===== config.mk =====
export PLATFORM = sky130hd
export DESIGN_NAME = cfd_diag
export DESIGN_NICKNAME = d
export VERILOG_FILES = /design/src/hdl/cfd_pkg.sv /design/src/hdl/cfd_diag.sv /design/src/hdl/cfd_filter.sv
export SDC_FILE = /design/constraint.sdc
export NUM_CORES = 1
export LEC_CHECK = 0
export ABC_CLOCK_PERIOD_IN_PS = 4400
export BUFFER_PORTS_ARGS = -buffer_cell sky130_fd_sc_hd__buf_4
export CAP_MARGIN = 25
export CORE_UTILIZATION = 40
export DETAILED_ROUTE_END_ITERATION = 10
export PLACE_DENSITY = 0.63
export SLEW_MARGIN = 20
export SYNTH_ARGS = -nofsm -noshare
export SYNTH_HDL_FRONTEND = slang
export SYNTH_HIERARCHICAL = 1
export SYNTH_SLANG_ARGS = --single-unit

===== constraint.sdc =====
create_clock -name pclk -period 4.4 [get_ports pclk]
set_input_delay 0.88 -clock pclk [delete_from_list [all_inputs] [get_ports pclk]]
set_output_delay 0.88 -clock pclk [all_outputs]
set_load 0.02 [all_outputs]

===== src/hdl/cfd_pkg.sv =====
// constants, register map and types of the cell fault diagnostics block
package cfd_pkg;

  // ==========================================================
  // sizes
  localparam int NCELL = 12;
  localparam int NWIRE = 13;
  localparam int CIW   = 4;
  localparam int VW    = 14;
  localparam int OW_FIXED = 2;

  // ==========================================================
  // register offsets (byte addresses)
  localparam logic [7:0] ADDR_FAULT_SETUP = 8'h00;
  localparam logic [7:0] ADDR_CELL_SETUP  = 8'h04;
  localparam logic [7:0] ADDR_UV_LIMIT    = 8'h08;
  localparam logic [7:0] ADDR_FAULT_STAT  = 8'h0C;
  localparam logic [7:0] ADDR_UV_FAULT    = 8'h10;
  localparam logic [7:0] ADDR_OW_FAULT    = 8'h14;
  localparam logic [7:0] ADDR_SCAN_STAT   = 8'h18;
  localparam logic [7:0] ADDR_COMMAND     = 8'h1C;
  localparam logic [7:0] ADDR_IRQ_STAT    = 8'h20;
  localparam logic [7:0] ADDR_IRQ_MASK    = 8'h24;

  // ==========================================================
  // field positions
  localparam int TOT_LSB  = 0;
  localparam int TOT_W    = 3;
  localparam int SCAN_CURRENT_SELECT_BIT = 3;
  localparam int CMD_WSCAN_BIT = 0;
  localparam int BUSY_BIT = 0;
  localparam int FS_UV    = 0;
  localparam int FS_OW    = 1;
  localparam int FS_VBAT  = 2;
  localparam int FS_VSS   = 3;
  localparam int FS_W     = 4;
  localparam int IRQ_DONE = 4;
  localparam int IRQ_W    = 5;

  // ==========================================================
  // reset values; uv limit full scale 14'h1FFF stands for 5 V
  localparam logic [TOT_W-1:0] TOT_RST  = 3'b011;
  localparam logic             SCAN_CURRENT_SELECT_RST = 1'b1;
  localparam logic [VW-1:0]    UV_FULL_SCALE = 14'h1FFF;
  localparam logic [VW-1:0]    UV_LIMIT_RST  = 14'h0000;
  localparam logic [NCELL-1:0] MASK_RST = 12'h000;

  // ==========================================================
  // filter depth: 2 to the power of the select code
  localparam int FCW = 8;
  function automatic logic [FCW-1:0] tot_threshold(input logic [TOT_W-1:0] t);
    return FCW'(1) << t;
  endfunction

  typedef enum logic [1:0] {
    CFD_WS_IDLE = 2'b01,
    CFD_WS_RUN  = 2'b10
  } cfd_wscan_e;

endpackage


===== src/hdl/cfd_diag.sv =====
// cell fault diagnostics: filters, masks, wire scan, fault report, apb registers
//
// Overview of operation
// - undervoltage fault only after the set count of consecutive low samples
// - mask bit one means unconnected; unconnected cells skip undervoltage test
// - new fault while status is zero sends status contents unprompted
// - changing the filter count select restarts all filter counters
// - a cell sample not below the limit restarts that cell's count
// - filter count select resets to 011, meaning eight samples
// - supply or ground open flagged only after consecutive open scans
// - a scan seeing the connection not open restarts its count
// - scan current select: one gives 1mA, zero gives 150uA
// - inputs two to twelve skip open wire test when mask bit set
// - two lowest inputs are always tested for open wire
// - undervoltage limit is a code, 14'h1FFF equals 5V, compared to cells
//
// The register offsets and the APB register port were decided locally.
`timescale 1ns/1ns
module cfd_diag (
  // clock and reset
  input  wire logic                        pclk,
  input  wire logic                        presetn,
  // apb slave
  input  wire logic                        psel,
  input  wire logic                        penable,
  input  wire logic                        pwrite,
  input  wire logic [7:0]                  paddr,
  input  wire logic [31:0]                 pwdata,
  output logic      [31:0]                 prdata,
  output logic                             pready,
  output logic                             pslverr,
  // cell voltage samples
  input  wire logic                        samp_valid,
  input  wire logic [cfd_pkg::CIW-1:0]     samp_cell,
  input  wire logic [cfd_pkg::VW-1:0]      samp_code,
  // supply and ground connection results
  input  wire logic                        conn_valid,
  input  wire logic                        conn_vbat_open,
  input  wire logic                        conn_vss_open,
  // open wire scan
  output logic                             ow_scan_start,
  output logic                             ow_current_1ma,
  output logic      [cfd_pkg::NWIRE-1:0]   ow_enable,
  input  wire logic                        ow_done,
  input  wire logic [cfd_pkg::NWIRE-1:0]   ow_open,
  // unprompted fault report and interrupt
  output logic                             fault_report,
  output logic      [cfd_pkg::FS_W-1:0]    fault_report_data,
  output logic                             irq
);
  import cfd_pkg::*;

  // ==========================================================
  // apb decode
  logic setup_ph;
  logic wr_acc;
  logic rd_acc;
  assign setup_ph = psel & ~penable;
  assign wr_acc   = psel & penable & pready & pwrite;
  assign rd_acc   = psel & penable & pready & ~pwrite;

  function automatic logic addr_mapped(input logic [7:0] a);
    case (a)
      ADDR_FAULT_SETUP, ADDR_CELL_SETUP, ADDR_UV_LIMIT, ADDR_FAULT_STAT,
      ADDR_UV_FAULT, ADDR_OW_FAULT, ADDR_SCAN_STAT, ADDR_COMMAND,
      ADDR_IRQ_STAT, ADDR_IRQ_MASK: return 1'b1;
      default: return 1'b0;
    endcase
  endfunction

  function automatic logic wr_to(input logic [7:0] a, input logic [7:0] r, input logic w);
    return w && (a == r);
  endfunction

  // ==========================================================
  // configuration registers
  logic [TOT_W-1:0] fault_filter_count_select;
  logic             scan_current_select;
  logic [NCELL-1:0] cell_mask;
  logic [VW-1:0]    uv_limit;
  logic [IRQ_W-1:0] irq_mask;
  logic [TOT_W-1:0] next_tot;
  logic             next_scan_current_select;
  logic [NCELL-1:0] next_cell_mask;
  logic [VW-1:0]    next_uv_limit;
  logic [IRQ_W-1:0] next_irq_mask;
  logic             tot_change;

  // any new select value restarts every filter
  assign tot_change = wr_to(paddr, ADDR_FAULT_SETUP, wr_acc)
                      && (pwdata[TOT_LSB +: TOT_W] != fault_filter_count_select);

  always_comb begin
    next_tot       = fault_filter_count_select;
    next_scan_current_select      = scan_current_select;
    next_cell_mask = cell_mask;
    next_uv_limit  = uv_limit;
    next_irq_mask  = irq_mask;
    if (wr_to(paddr, ADDR_FAULT_SETUP, wr_acc)) begin
      next_tot  = pwdata[TOT_LSB +: TOT_W];
      next_scan_current_select = pwdata[SCAN_CURRENT_SELECT_BIT];
    end
    if (wr_to(paddr, ADDR_CELL_SETUP, wr_acc)) begin
      next_cell_mask = pwdata[NCELL-1:0];
    end
    if (wr_to(paddr, ADDR_UV_LIMIT, wr_acc)) begin
      next_uv_limit = pwdata[VW-1:0];
    end
    if (wr_to(paddr, ADDR_IRQ_MASK, wr_acc)) begin
      next_irq_mask = pwdata[IRQ_W-1:0];
    end
  end

  always_ff @(posedge pclk or negedge presetn) begin
    if (!presetn) begin
      fault_filter_count_select       <= TOT_RST;
      scan_current_select      <= SCAN_CURRENT_SELECT_RST;
      cell_mask <= MASK_RST;
      uv_limit  <= UV_LIMIT_RST;
      irq_mask  <= '0;
    end else begin
      fault_filter_count_select       <= next_tot;
      scan_current_select      <= next_scan_current_select;
      cell_mask <= next_cell_mask;
      uv_limit  <= next_uv_limit;
      irq_mask  <= next_irq_mask;
    end
  end

  // ==========================================================
  // filters: one per cell, one per connection
  logic [FCW-1:0] thresh;
  logic [NCELL-1:0] uv_trip;
  logic [1:0]       conn_trip;
  logic [1:0]       conn_fail;
  assign thresh    = tot_threshold(fault_filter_count_select);
  assign conn_fail = {conn_vss_open, conn_vbat_open};

  genvar gi;
  generate
    for (gi = 0; gi < NCELL; gi++) begin : g_cell
      // masked cells take no sample at all, so they never count
      cfd_filter #(.CW(FCW)) u_uv (
        .pclk      (pclk),
        .presetn   (presetn),
        .restart   (tot_change),
        .threshold (thresh),
        .sample    (samp_valid && samp_cell == CIW'(gi) && !cell_mask[gi]),
        .fail      (samp_code < uv_limit),
        .trip      (uv_trip[gi])
      );
    end
    for (gi = 0; gi < 2; gi++) begin : g_conn
      cfd_filter #(.CW(FCW)) u_conn (
        .pclk      (pclk),
        .presetn   (presetn),
        .restart   (tot_change),
        .threshold (thresh),
        .sample    (conn_valid),
        .fail      (conn_fail[gi]),
        .trip      (conn_trip[gi])
      );
    end
  endgenerate

  // ==========================================================
  // wire scan sequencer
  cfd_wscan_e       ws_state;
  cfd_wscan_e       next_ws_state;
  logic             next_ow_start;
  logic [NWIRE-1:0] next_ow_enable;
  logic             scan_done_evt;

  always_comb begin
    next_ws_state = ws_state;
    next_ow_start = 1'b0;
    scan_done_evt = 1'b0;
    // lowest two inputs always tested, the rest follow the mask
    next_ow_enable = {~cell_mask[NCELL-1:OW_FIXED-1], {OW_FIXED{1'b1}}};
    case (ws_state)
      CFD_WS_IDLE: begin
        if (wr_to(paddr, ADDR_COMMAND, wr_acc) && pwdata[CMD_WSCAN_BIT]) begin
          next_ws_state = CFD_WS_RUN;
          next_ow_start = 1'b1;
        end
      end
      CFD_WS_RUN: begin
        if (ow_done) begin
          next_ws_state = CFD_WS_IDLE;
          scan_done_evt = 1'b1;
        end
      end
      default: next_ws_state = CFD_WS_IDLE;
    endcase
  end

  always_ff @(posedge pclk or negedge presetn) begin
    if (!presetn) begin
      ws_state       <= CFD_WS_IDLE;
      ow_scan_start  <= 1'b0;
      ow_enable      <= {NWIRE{1'b1}};
      ow_current_1ma <= SCAN_CURRENT_SELECT_RST;
    end else begin
      ws_state       <= next_ws_state;
      ow_scan_start  <= next_ow_start;
      ow_enable      <= next_ow_enable;
      ow_current_1ma <= scan_current_select;
    end
  end

  // ==========================================================
  // fault flags, report and interrupt
  logic [FS_W-1:0]  fault_status;
  logic [NCELL-1:0] uv_fault;
  logic [NWIRE-1:0] ow_fault;
  logic [IRQ_W-1:0] irq_status;
  logic [FS_W-1:0]  next_fault_status;
  logic [FS_W-1:0]  fs_set;
  logic [NCELL-1:0] next_uv_fault;
  logic [NWIRE-1:0] next_ow_fault;
  logic [NWIRE-1:0] ow_hit;
  logic [IRQ_W-1:0] next_irq_status;
  logic [IRQ_W-1:0] irq_clr;
  logic             next_report;

  assign ow_hit = (ws_state == CFD_WS_RUN && ow_done) ? (ow_open & ow_enable) : '0;

  // write one to clear; a set in the same cycle wins
  always_comb begin
    fs_set          = '0;
    fs_set[FS_UV]   = |uv_trip;
    fs_set[FS_OW]   = |ow_hit;
    fs_set[FS_VBAT] = conn_trip[0];
    fs_set[FS_VSS]  = conn_trip[1];
    next_fault_status = fault_status;
    next_uv_fault     = uv_fault;
    next_ow_fault     = ow_fault;
    if (wr_to(paddr, ADDR_FAULT_STAT, wr_acc)) begin
      next_fault_status = fault_status & ~pwdata[FS_W-1:0];
    end
    if (wr_to(paddr, ADDR_UV_FAULT, wr_acc)) begin
      next_uv_fault = uv_fault & ~pwdata[NCELL-1:0];
    end
    if (wr_to(paddr, ADDR_OW_FAULT, wr_acc)) begin
      next_ow_fault = ow_fault & ~pwdata[NWIRE-1:0];
    end
    next_fault_status = next_fault_status | fs_set;
    next_uv_fault     = next_uv_fault | uv_trip;
    next_ow_fault     = next_ow_fault | ow_hit;
    next_report = (fault_status == '0) && (next_fault_status != '0);
    // read clears only the bits that the read returned
    irq_clr = rd_acc && paddr == ADDR_IRQ_STAT ? prdata[IRQ_W-1:0] : '0;
    next_irq_status = (irq_status & ~irq_clr)
                      | {scan_done_evt, fs_set & ~fault_status};
  end

  always_ff @(posedge pclk or negedge presetn) begin
    if (!presetn) begin
      fault_status      <= '0;
      uv_fault          <= '0;
      ow_fault          <= '0;
      irq_status        <= '0;
      fault_report      <= 1'b0;
      fault_report_data <= '0;
      irq               <= 1'b0;
    end else begin
      fault_status      <= next_fault_status;
      uv_fault          <= next_uv_fault;
      ow_fault          <= next_ow_fault;
      irq_status        <= next_irq_status;
      fault_report      <= next_report;
      fault_report_data <= next_report ? next_fault_status : fault_report_data;
      // next mask too, so a mask write and the level agree in the same cycle
      irq               <= |(next_irq_status & next_irq_mask);
    end
  end

  // ==========================================================
  // apb answer: data captured in setup, pready in access
  logic [31:0] next_prdata;
  logic        next_pready;
  logic        next_pslverr;

  always_comb begin
    next_pready  = setup_ph;
    next_pslverr = setup_ph && !addr_mapped(paddr);
    next_prdata  = '0;
    if (setup_ph && !pwrite) begin
      case (paddr)
        ADDR_FAULT_SETUP: next_prdata = 32'({scan_current_select, fault_filter_count_select});
        ADDR_CELL_SETUP:  next_prdata = 32'(cell_mask);
        ADDR_UV_LIMIT:    next_prdata = 32'(uv_limit);
        ADDR_FAULT_STAT:  next_prdata = 32'(fault_status);
        ADDR_UV_FAULT:    next_prdata = 32'(uv_fault);
        ADDR_OW_FAULT:    next_prdata = 32'(ow_fault);
        ADDR_SCAN_STAT:   next_prdata = 32'(ws_state == CFD_WS_RUN);
        ADDR_IRQ_STAT:    next_prdata = 32'(irq_status);
        ADDR_IRQ_MASK:    next_prdata = 32'(irq_mask);
        default:          next_prdata = '0;
      endcase
    end
  end

  always_ff @(posedge pclk or negedge presetn) begin
    if (!presetn) begin
      prdata  <= '0;
      pready  <= 1'b0;
      pslverr <= 1'b0;
    end else begin
      prdata  <= next_prdata;
      pready  <= next_pready;
      pslverr <= next_pslverr;
    end
  end
endmodule


===== src/hdl/cfd_filter.sv =====
// consecutive-sample fault filter for one monitored condition
`timescale 1ns/1ns
module cfd_filter #(
  parameter int CW = 8
) (
  // clock and reset
  input  wire logic          pclk,
  input  wire logic          presetn,
  // control
  input  wire logic          restart,
  input  wire logic [CW-1:0] threshold,
  // samples
  input  wire logic          sample,
  input  wire logic          fail,
  // result
  output logic               trip
);

  logic [CW-1:0] count;
  logic [CW-1:0] next_count;
  logic          next_trip;

  // ==========================================================
  // counter
  // the failing sample that brings the count to the threshold trips; count saturates
  always_comb begin
    next_count = count;
    next_trip  = 1'b0;
    if (restart) begin
      next_count = '0;
    end else if (sample) begin
      if (!fail) begin
        next_count = '0;
      end else if (count + CW'(1) >= threshold) begin
        next_count = threshold;
        next_trip  = 1'b1;
      end else begin
        next_count = count + CW'(1);
      end
    end
  end

  always_ff @(posedge pclk or negedge presetn) begin
    if (!presetn) begin
      count <= '0;
      trip  <= 1'b0;
    end else begin
      count <= next_count;
      trip  <= next_trip;
    end
  end
endmodule


Word-level counts from Yosys, hierarchy flattened:

Index checks and enable logic that the tools add are counted.

* multiplexer cells: 128
* shift-type cells: 1
* $add $sub $neg: 14
* bitwise operators: 24
* equal/unequal tests: 25
* $lt $le $gt $ge: 15
* reduce and logical (&&, ||, !) cells: 75

Operator list (count)
* $mux 8: 56
* $pmux 14 s9: 1
* $add 8x1->8 const B: 14
* $ge 8x8->1: 14
* $mux 1: 61
* $logic_and 1x1->1: 39
* $eq 8x5->1 const B: 4
* $and 13x13->13: 2
* $mux 13: 2
* $reduce_bool 2->1: 13
* $eq 4x3->1 const B: 4
* $eq 4x4->1 const B: 4
* $eq 8x4->1 const B: 2
* $eq 8x6->1 const B: 2
* $logic_not 1->1: 14
* $lt 14x14->1: 1
* $mux 14: 1
* $not 13->13: 1
* $or 13x13->13: 1
* $reduce_or 13->1: 1
* $and 12x12->12: 1
* $mux 12: 1
* $not 12->12: 1
* $or 12x12->12: 1
* 28 further kinds: 41

* register bits: 250
* output and inout port bits: 55
* logic and storage cells: 329

Depth between registers and ports, before layout:

Gate-level depths: netlist of the first run.

* depth in word-level cells: 10
* depth in mapped cells: 13

By module:

The synthesis of the first run kept the hierarchy.

By module, submodules not included
* cfd_filter (g_cell[0].u_uv ...): cells each 73, sequential area each 225.2 um2, instances 12, area each 730.7 um2
* cfd_diag: cells each 476, sequential area each 2672.6 um2, instances 1, area each 5270.1 um2
* cfd_filter (g_conn[0].u_conn ...): cells each 96, sequential area each 225.2 um2, instances 2, area each 812.0 um2

Worst setup path after synthesis of the first run:

Ideal clock, no wire load.

* path kind: input port to flip-flop
* start point: input port paddr[5]
* end point: register g_cell[0].u_uv.count[4]
* path slack: 0.377 ns
* cell stages on the path: 9
* arrival time: 3.897 ns
* path through: buf_4 > nor4_4 > nand3_1 > a31oi_1 > nand3b_1 > a21oi_1 > and2_4 > buf_6 > a221o_1

* word-level cells in the longest chain between the ends: 4
* elaborated cells on any way between the ends: 5

RTL lines
* from (decl): line cfd_diag.sv:27 `input wire logic [7:0] paddr,`
* $logic_not 8->1 (*): line cfd_diag.sv:72 `return w && (a == r);`
* $logic_and 1x1->1 (*): line cfd_diag.sv:72
* $logic_and 1x1->1 (*): line cfd_diag.sv:91 `&& (pwdata[TOT_LSB +: TOT_W] != fault_filter_count_select);`
* via tot_change: line cfd_diag.sv:87 `logic tot_change;`
* $mux 8 / $reduce_bool 2->1 (equally long branches)
* to (signal assigned): line cfd_filter.sv:48 `count <= next_count;`
* to (decl): line cfd_filter.sv:19 `logic [CW-1:0] count;`

Mark *: on every way through the listed nets, which the timed path passes. The rest lies on a longest branch.
A chain may end at the register's enable or synchronous reset.

Worst setup path after layout of the first run:

* start point: input port samp_code[7] in the netlist's numbering
* end point: register g_cell[9].u_uv.count[5]

* word-level cells in the longest chain between the ends: 4

RTL lines
* from (decl): line cfd_diag.sv:35 `input wire logic [cfd_pkg::VW-1:0] samp_code,`
* $lt 14x14->1: line cfd_diag.sv:149 `.fail (samp_code < uv_limit),`
* $mux 8: line cfd_filter.sv:32 `if (!fail) begin`
* $mux 8: line cfd_filter.sv:31 `end else if (sample) begin`
* $mux 8: line cfd_filter.sv:29 `if (restart) begin`
* to (signal assigned): line cfd_filter.sv:48
* to (decl): line cfd_filter.sv:19

Every way passes these cells. The select of a mux whose other input is x is not followed.

==> results of run 1 <==
## final cells by class
type	count	area, µm²	share of cell area
Timing Repair Buffer	120	931	0.0521
Multi-Input combinational cell	1112	8910	0.499
Sequential cell	232	5830	0.326
Clock inverter	14	219	0.0123
Inverter	156	586	0.0328
Tap cell	518	648	0.0363
Clock buffer	34	732	0.0410
## cells by family after synthesis
logic type / share of synthesized area
simple gates: 0.172
compound gates: 0.202
flops: 0.372
buf+inv: 0.0662
fa+ha+maj: 0.111
xor+xnor: 0.0486
mux: 0.0270
other cells: 0.000479
## stage by stage
stage / hold slack (ns) / total power (µW) / setup slack, ns / area [µm²]
floorplan: 0.358 / 3330 / 0.377 / 15700
global placement: 0.377 / 3530 / 0.571 / 16900
detailed placement: 0.380 / 3560 / 0.564 / 16900
CTS: 0.249 / 5990 / 1.11 / 17800
global route: 0.263 / 6220 / 0.834 / 17900
finish: 0.246 / 5940 / 1.11 / 17900
## registers in the layout, indices dropped and copies added (netlist names), 4 cells and up
register	flops
cell_mask	12
fault_report_data	4
fault_status	4
g_cell.u_uv/count	96
g_cell.u_uv/trip	12
g_conn.u_conn/count	16
irq_mask	5
irq_status	5
ow_enable	11
ow_fault	13
prdata	14
uv_fault	12
uv_limit	14
## worst paths after layout
path	startpoint	endpoint	slack (ns)	depth (start not counted)
max	samp_code[7]	g_cell[9].u_uv/count[5]	1.11	13
min	presetn	fault_report_data[2]	0.25	1
max reg2reg	fault_filter_count_select[1]	g_conn[0].u_conn/count[3]	1.16	9
min reg2reg	scan_current_select	ow_current_1ma	0.38	0
max in group asynchronous	presetn	g_cell[6].u_uv/trip	3.23	2
min in group pclk	scan_current_select	ow_current_1ma	0.38	0
## cells in the final DEF (no fill, tap or decap), drive strengths merged, types with 27 or more instances in the layout
master  count
dfrtp     216
inv       158
ha        139
buf       119
nand2     107
and2      100
a221o      96
nand3      81
nor2       58
xnor2      47
o21ai      45
o211ai     40
xor2       40
a21oi      36
clkbuf     35
a21o       34
mux2       34
nand2b     27
## report_power, final
group,switching [µW],internal [µW]
Combinational,616,546
Clock,935,1480
Sequential,127,2240
## per-layer routing
metal / track usage / up-vias / share of wire
li1: - / 5806 / -
met1: 0.274 / 6097 / 0.45
met5: 0 / - / 0
met4: 0.0466 / 0 / 0.019
met2: 0.342 / 294 / 0.48
met3: 0.0237 / 63 / 0.051
## worst max-delay path, delay by kind of cell
| kind | cells | cell delay, ns |
|---|---|---|
| AO/OA/AOI/OAI | 8 | 1.85 |
| AND/OR/NAND/NOR | 2 | 0.31 |
| adder cells (fa/ha/maj) | 1 | 0.30 |
| buffers and inverters | 2 | 0.40 |
==> out/qor.txt, run 1 <==
Ys flop type = dfrtp_1
Post-Syn Area = 15700 µm²
Peak supply drop = 0.293 mV
Max Clk Rate = 304 MHz
TritonCTS Sinks = 232
Total grt overflow = 0
Initial antenna violation count = 0
Fin Setup TNS = 0 ns
CTS tree = yes
Antenna diodes = 0
Post-synth top cells = 216 x dfrtp_1, 156 x inv_1, 139 x ha_1
Post-Syn Instances = 1544
Final Non-Filler Cells = 2186
Crit end category = flip-flop
Ports = 136
Hold Fails Final Rpt = 0
Vias = 12300
Vias per cell = 5.61
Syn_area_per_cell = 10.1 µm²
Count leader, synth = dfrtp_1
Placed cells = 2137
Synthesis-to-layout area growth = 14.0%
Port-buffer cells = 97
Synth top area cells = dfrtp_1 35%, ha_1 11%, a221o_1 6.1%
Share of the synthesized area in the top cell type = 0.345
Fill cells = 3568
PD cells = 333 nW/µm²
Total CTS buffers = 26
Arr. time, crit path = 3.75 ns
Clk_lat worst skew = 0.54 ns
Crit path max-delay cell type = a41oi_2
Util after Layout = 0.462
Die area = 40000 µm²
Yosys warns = 6
Die Y = 200 µm
Maximum clock path buffer count = 3
Antenna Nets Post-Route = 0
GPL Wtd Cong = 0.870
Number of max-cap violations = 0
Seq cells post-synth = 232
Synth unique cells = 73
Area leader, netlist = dfrtp_1
Status = complete, no violations
Reg clk slew, reported paths = 0.06 ns
DP HPWL = 28000 µm
GRT Util Overall = 0.202
Fin nets = 1868
Core footprint = 38600 µm²
CP Cell Sequence = buf_4 -> ha_1 -> a21o_1 -> a21o_1 -> a21o_1 -> a2111oi_0 -> o21ai_0 -> a31oi_2 -> buf_4 -> nand3b_1 -> nand2b_1 -> a41oi_2 -> a221o_1
Nature of the critical path startpoint = input port
Cell Rows = 72
Fraction of layout cells with a size suffix above 1 = 0.165
Largest net degree at the start of global routing = 104
Clock Skews = 0.0259 ns
Number of global-route vias before repair = 11900
H-tree levels = 1
Worst-margin pin slew = 0.971 ns
Leakage power = 0.00799 µW
Sequential share of the synthesized area = 0.372
Worst Hold Class = input port to asynchronous set/reset pin
Crit path largest cell delay = 0.42 ns
Post-CTS setup buffer count = 0
Fin crit period = 3.29 ns
Final WL = 40100 µm
Final Max Slew Viols = 0
WL/cell = 18.3 µm
CP max FO = 12
First-pass GRT wire length = 64400 µm
# resized after CTS = 0
Tcrit/Tclk final = 0.748
Die X = 200 µm
Hold buffer count at CTS = 0
Starting Density = 0.405
Setup violations, final = 0
RSZ-0062 raised after global routing = no
Initial DRC count = 700
EDFF count, synth = 0
Final routed DRC violation total = 0
Share of async-settable or async-resettable flops after synthesis = 1.00
Root Driver = clkbuf_16
Slew HR = 0.347
Critical Path RT = 4.86 ns
Most used cell along the critical path = a21o_1
Crit Path Class = input port to flip-flop
Pre-antenna DRT Iters = 5
No activity file was read; power rests on OpenSTA's default activity.
==> inputs of run 2 (changes only) <==
--- a/config.mk
+++ b/config.mk
@@ -5,12 +5,12 @@
 export SDC_FILE = /design/constraint.sdc
 export NUM_CORES = 1
 export LEC_CHECK = 0
-export ABC_CLOCK_PERIOD_IN_PS = 4400
+export ABC_CLOCK_PERIOD_IN_PS = 2850
 export BUFFER_PORTS_ARGS = -buffer_cell sky130_fd_sc_hd__buf_4
 export CAP_MARGIN = 25
 export CORE_UTILIZATION = 40
 export DETAILED_ROUTE_END_ITERATION = 10
-export PLACE_DENSITY = 0.63
+export PLACE_DENSITY = 0.65
 export SLEW_MARGIN = 20
 export SYNTH_ARGS = -nofsm -noshare
 export SYNTH_HDL_FRONTEND = slang
==> constraint.sdc (replaced) <==
create_clock -name pclk -period 2.85 [get_ports pclk]
set_input_delay 0.57 -clock pclk [delete_from_list [all_inputs] [get_ports pclk]]
set_output_delay 0.57 -clock pclk [all_outputs]
set_load 0.02 [all_outputs]
==> out/qor.txt, run 2 (synthesis results as in run 1) <==
Status = complete, but fails checks
Failing checks = setup timing
RSZ-0062 raised after global routing = yes
CP max FO = 7 (-5)
Arr. time, crit path = 3.34 ns (-0.41 ns)
Ports = 136 (unchanged)
Worst-margin pin slew = 0.824 ns (-0.147 ns)
Max reg flops = 96 (unchanged)
Die X = 200 µm (unchanged)
Number of global-route vias before repair = 12700 (+6.6%)
Maximum clock path buffer count = 3 (unchanged)
Most flop-heavy register = g_cell.u_uv/count
PD cells = 493 nW/µm² (+48%)
Final Non-Filler Cells = 2255 (+3.2%)
Vias per cell = 5.62 (+0.21%)
Total CTS buffers = 26 (unchanged)
Met2 Usage GRT = 0.360 (+0.0180)
Reg clk slew, reported paths = 0.07 ns (about the same)
Antenna Nets Post-Route = 0 (unchanged)
First-pass GRT wire length = 67000 µm (+4.1%)
M1 GR Usage = 0.280 (+0.00557)
Initial antenna violation count = 0 (unchanged)
Placed cell area = 17600 µm² (+4.0%)
Final instance area = 18800 µm² (+5.2%)
Final Max Slew Viols = 0 (unchanged)
Fin nets = 1937 (+3.7%)
Final routed DRC violation total = 0 (unchanged)
Clock Skews = 0.0281 ns (+0.00217 ns)
Antenna diodes = 0 (unchanged)
Crit end category = flip-flop
Port-buffer cells = 97 (unchanged)
R2R depth = 14 (+5)
Sequential cell area = 5830 µm² (about the same)
Final WL = 41900 µm (+4.6%)
WL/cell = 18.6 µm (+1.4%)
Leading registers by flop count = g_cell.u_uv/count x96, g_conn.u_conn/count x16
Number of max-cap violations = 0 (unchanged)
TritonCTS Sinks = 232 (unchanged)
Die Y = 200 µm (unchanged)
Clk_lat worst skew = 0.54 ns (about the same)
Synthesis-to-layout area growth = 19.9%
Setup violations, final = 3 (+3)
Fill cells = 3513 (-1.5%)
H-tree levels = 1 (unchanged)
Met3 global-route usage = 0.0245 (+0.000840)
Root Driver = clkbuf_16
Placed cells = 2201 (+3.0%)
Fin crit period = 2.86 ns
Hold buffer count at CTS = 0 (unchanged)
Core footprint = 38600 µm² (unchanged)
Max Clk Rate = 350 MHz
GRT Max-Usage Layer = met2
Crit Path Class = flip-flop to flip-flop
Crit path launch = uv_limit[7]
Starting Density = 0.405 (unchanged)
Largest net degree at the start of global routing = 82 (-21%)
Leakage power = 0.00854 µW (+6.9%)
Vias = 12700 (+3.4%)
Final worst slack = -0.0105 ns (-1.12 ns)
Most common cell after layout, fill and taps aside = dfrtp_1
Fraction of layout cells with a size suffix above 1 = 0.218 (+0.0533)
Nature of the critical path startpoint = flip-flop
Peak supply drop = 0.443 mV (+51%)
Pre-antenna DRT Iters = 6 (+1)
Cell Rows = 72 (unchanged)
Critical Path RT = 3.33 ns (-1.53 ns)
DP HPWL = 29600 µm (+5.6%)
CTS tree = yes
Fin Setup TNS = -0.0191 ns (-0.0191 ns)
Critical R2R Launch = uv_limit[7]
GRT Util Overall = 0.210 (+0.00820)
Commonest non-fill, non-tap cells in the layout = 215 x dfrtp_1, 168 x buf_4, 154 x inv_1
Initial DRC count = 697 (-0.43%)
Total grt overflow = 0 (unchanged)
Slew HR = 0.449 (+0.102)
GPL Wtd Cong = 0.854 (-1.7%)
Hold Fails Final Rpt = 0 (unchanged)
Worst Hold Class = input port to asynchronous set/reset pin
Die area = 40000 µm² (unchanged)
Tcrit/Tclk final = 1.00
Area of the multi-input gates = 9190 µm² (+3.1%)
-- run 2: worst max-delay path, cell delays in order, from the launching register on --
cell	delay [ns]
dfrtp_1	0.39
inv_2	0.07
ha_4	0.19
a21o_1	0.15
a21o_1	0.15
a21o_1	0.20
a2111oi_4	0.30
o21ai_2	0.12
a31oi_4	0.25
buf_12	0.17
nand3b_1	0.11
nand2b_4	0.18
a41oi_2	0.21
buf_6	0.16
a221o_1	0.15
-- run 2: path summary, 6_finish.rpt --
kind / endpoint / slack (ns)
max: g_cell[11].u_uv/count[3] / -0.01
min: fault_report_data[3] / 0.04
max reg2reg: g_cell[11].u_uv/count[3] / -0.01
min reg2reg: ow_current_1ma / 0.39
max in group asynchronous: g_cell[4].u_uv/count[4] / 1.94
min in group pclk: pready / 0.24
-- run 2: area by class of cell --
class,count,share of cell area
clock inverter,10,0.00913
sequential,232,0.310
inverter,156,0.0312
tap,518,0.0345
timing repair buffer,188,0.0849
multi-input combinational,1113,0.489
clock buffer,38,0.0408
-- run 2: power breakdown --
group	switching (µW)	internal (µW)	leakage (µW)	total, µW
clock	1410	2230	0.000456	3640
sequential	196	3460	0.00310	3660
combinational	998	970	0.00498	1970
total	2610	6660	0.00854	9270
-- run 2: timing repair --
| action | 4_1_cts | 5_1_grt |
|---|---|---|
| hold endpoints to repair | 0 | 0 |
| setup buffers | 2 | 3 |
| endpoints found under the setup margin | 97 | 121 |
| pin swaps | 53 | 23 |
| gates resized for setup | 23 | 20 |
| gates cloned | 1 | 1 |
-- run 2: per-stage QoR --
stage	hold WS, ns	total power [µW]	util	setup WS [ns]
after floorplan	0.274	5160	-	-0.0607
after global placement	0.377	5580	0.455	-0.340
after detailed placement	0.383	5640	0.455	-0.363
after CTS	0.0661	9310	0.484	-0.0864
after global routing	0.0817	9680	0.486	-0.104
final	0.0353	9270	0.486	-0.0105
-- run 2: routing by layer --
metal,up-vias,wire [µm]
li1,5959,-
met5,-,0
met3,65,2230
met4,0,909
met1,6278,18700
met2,371,20100
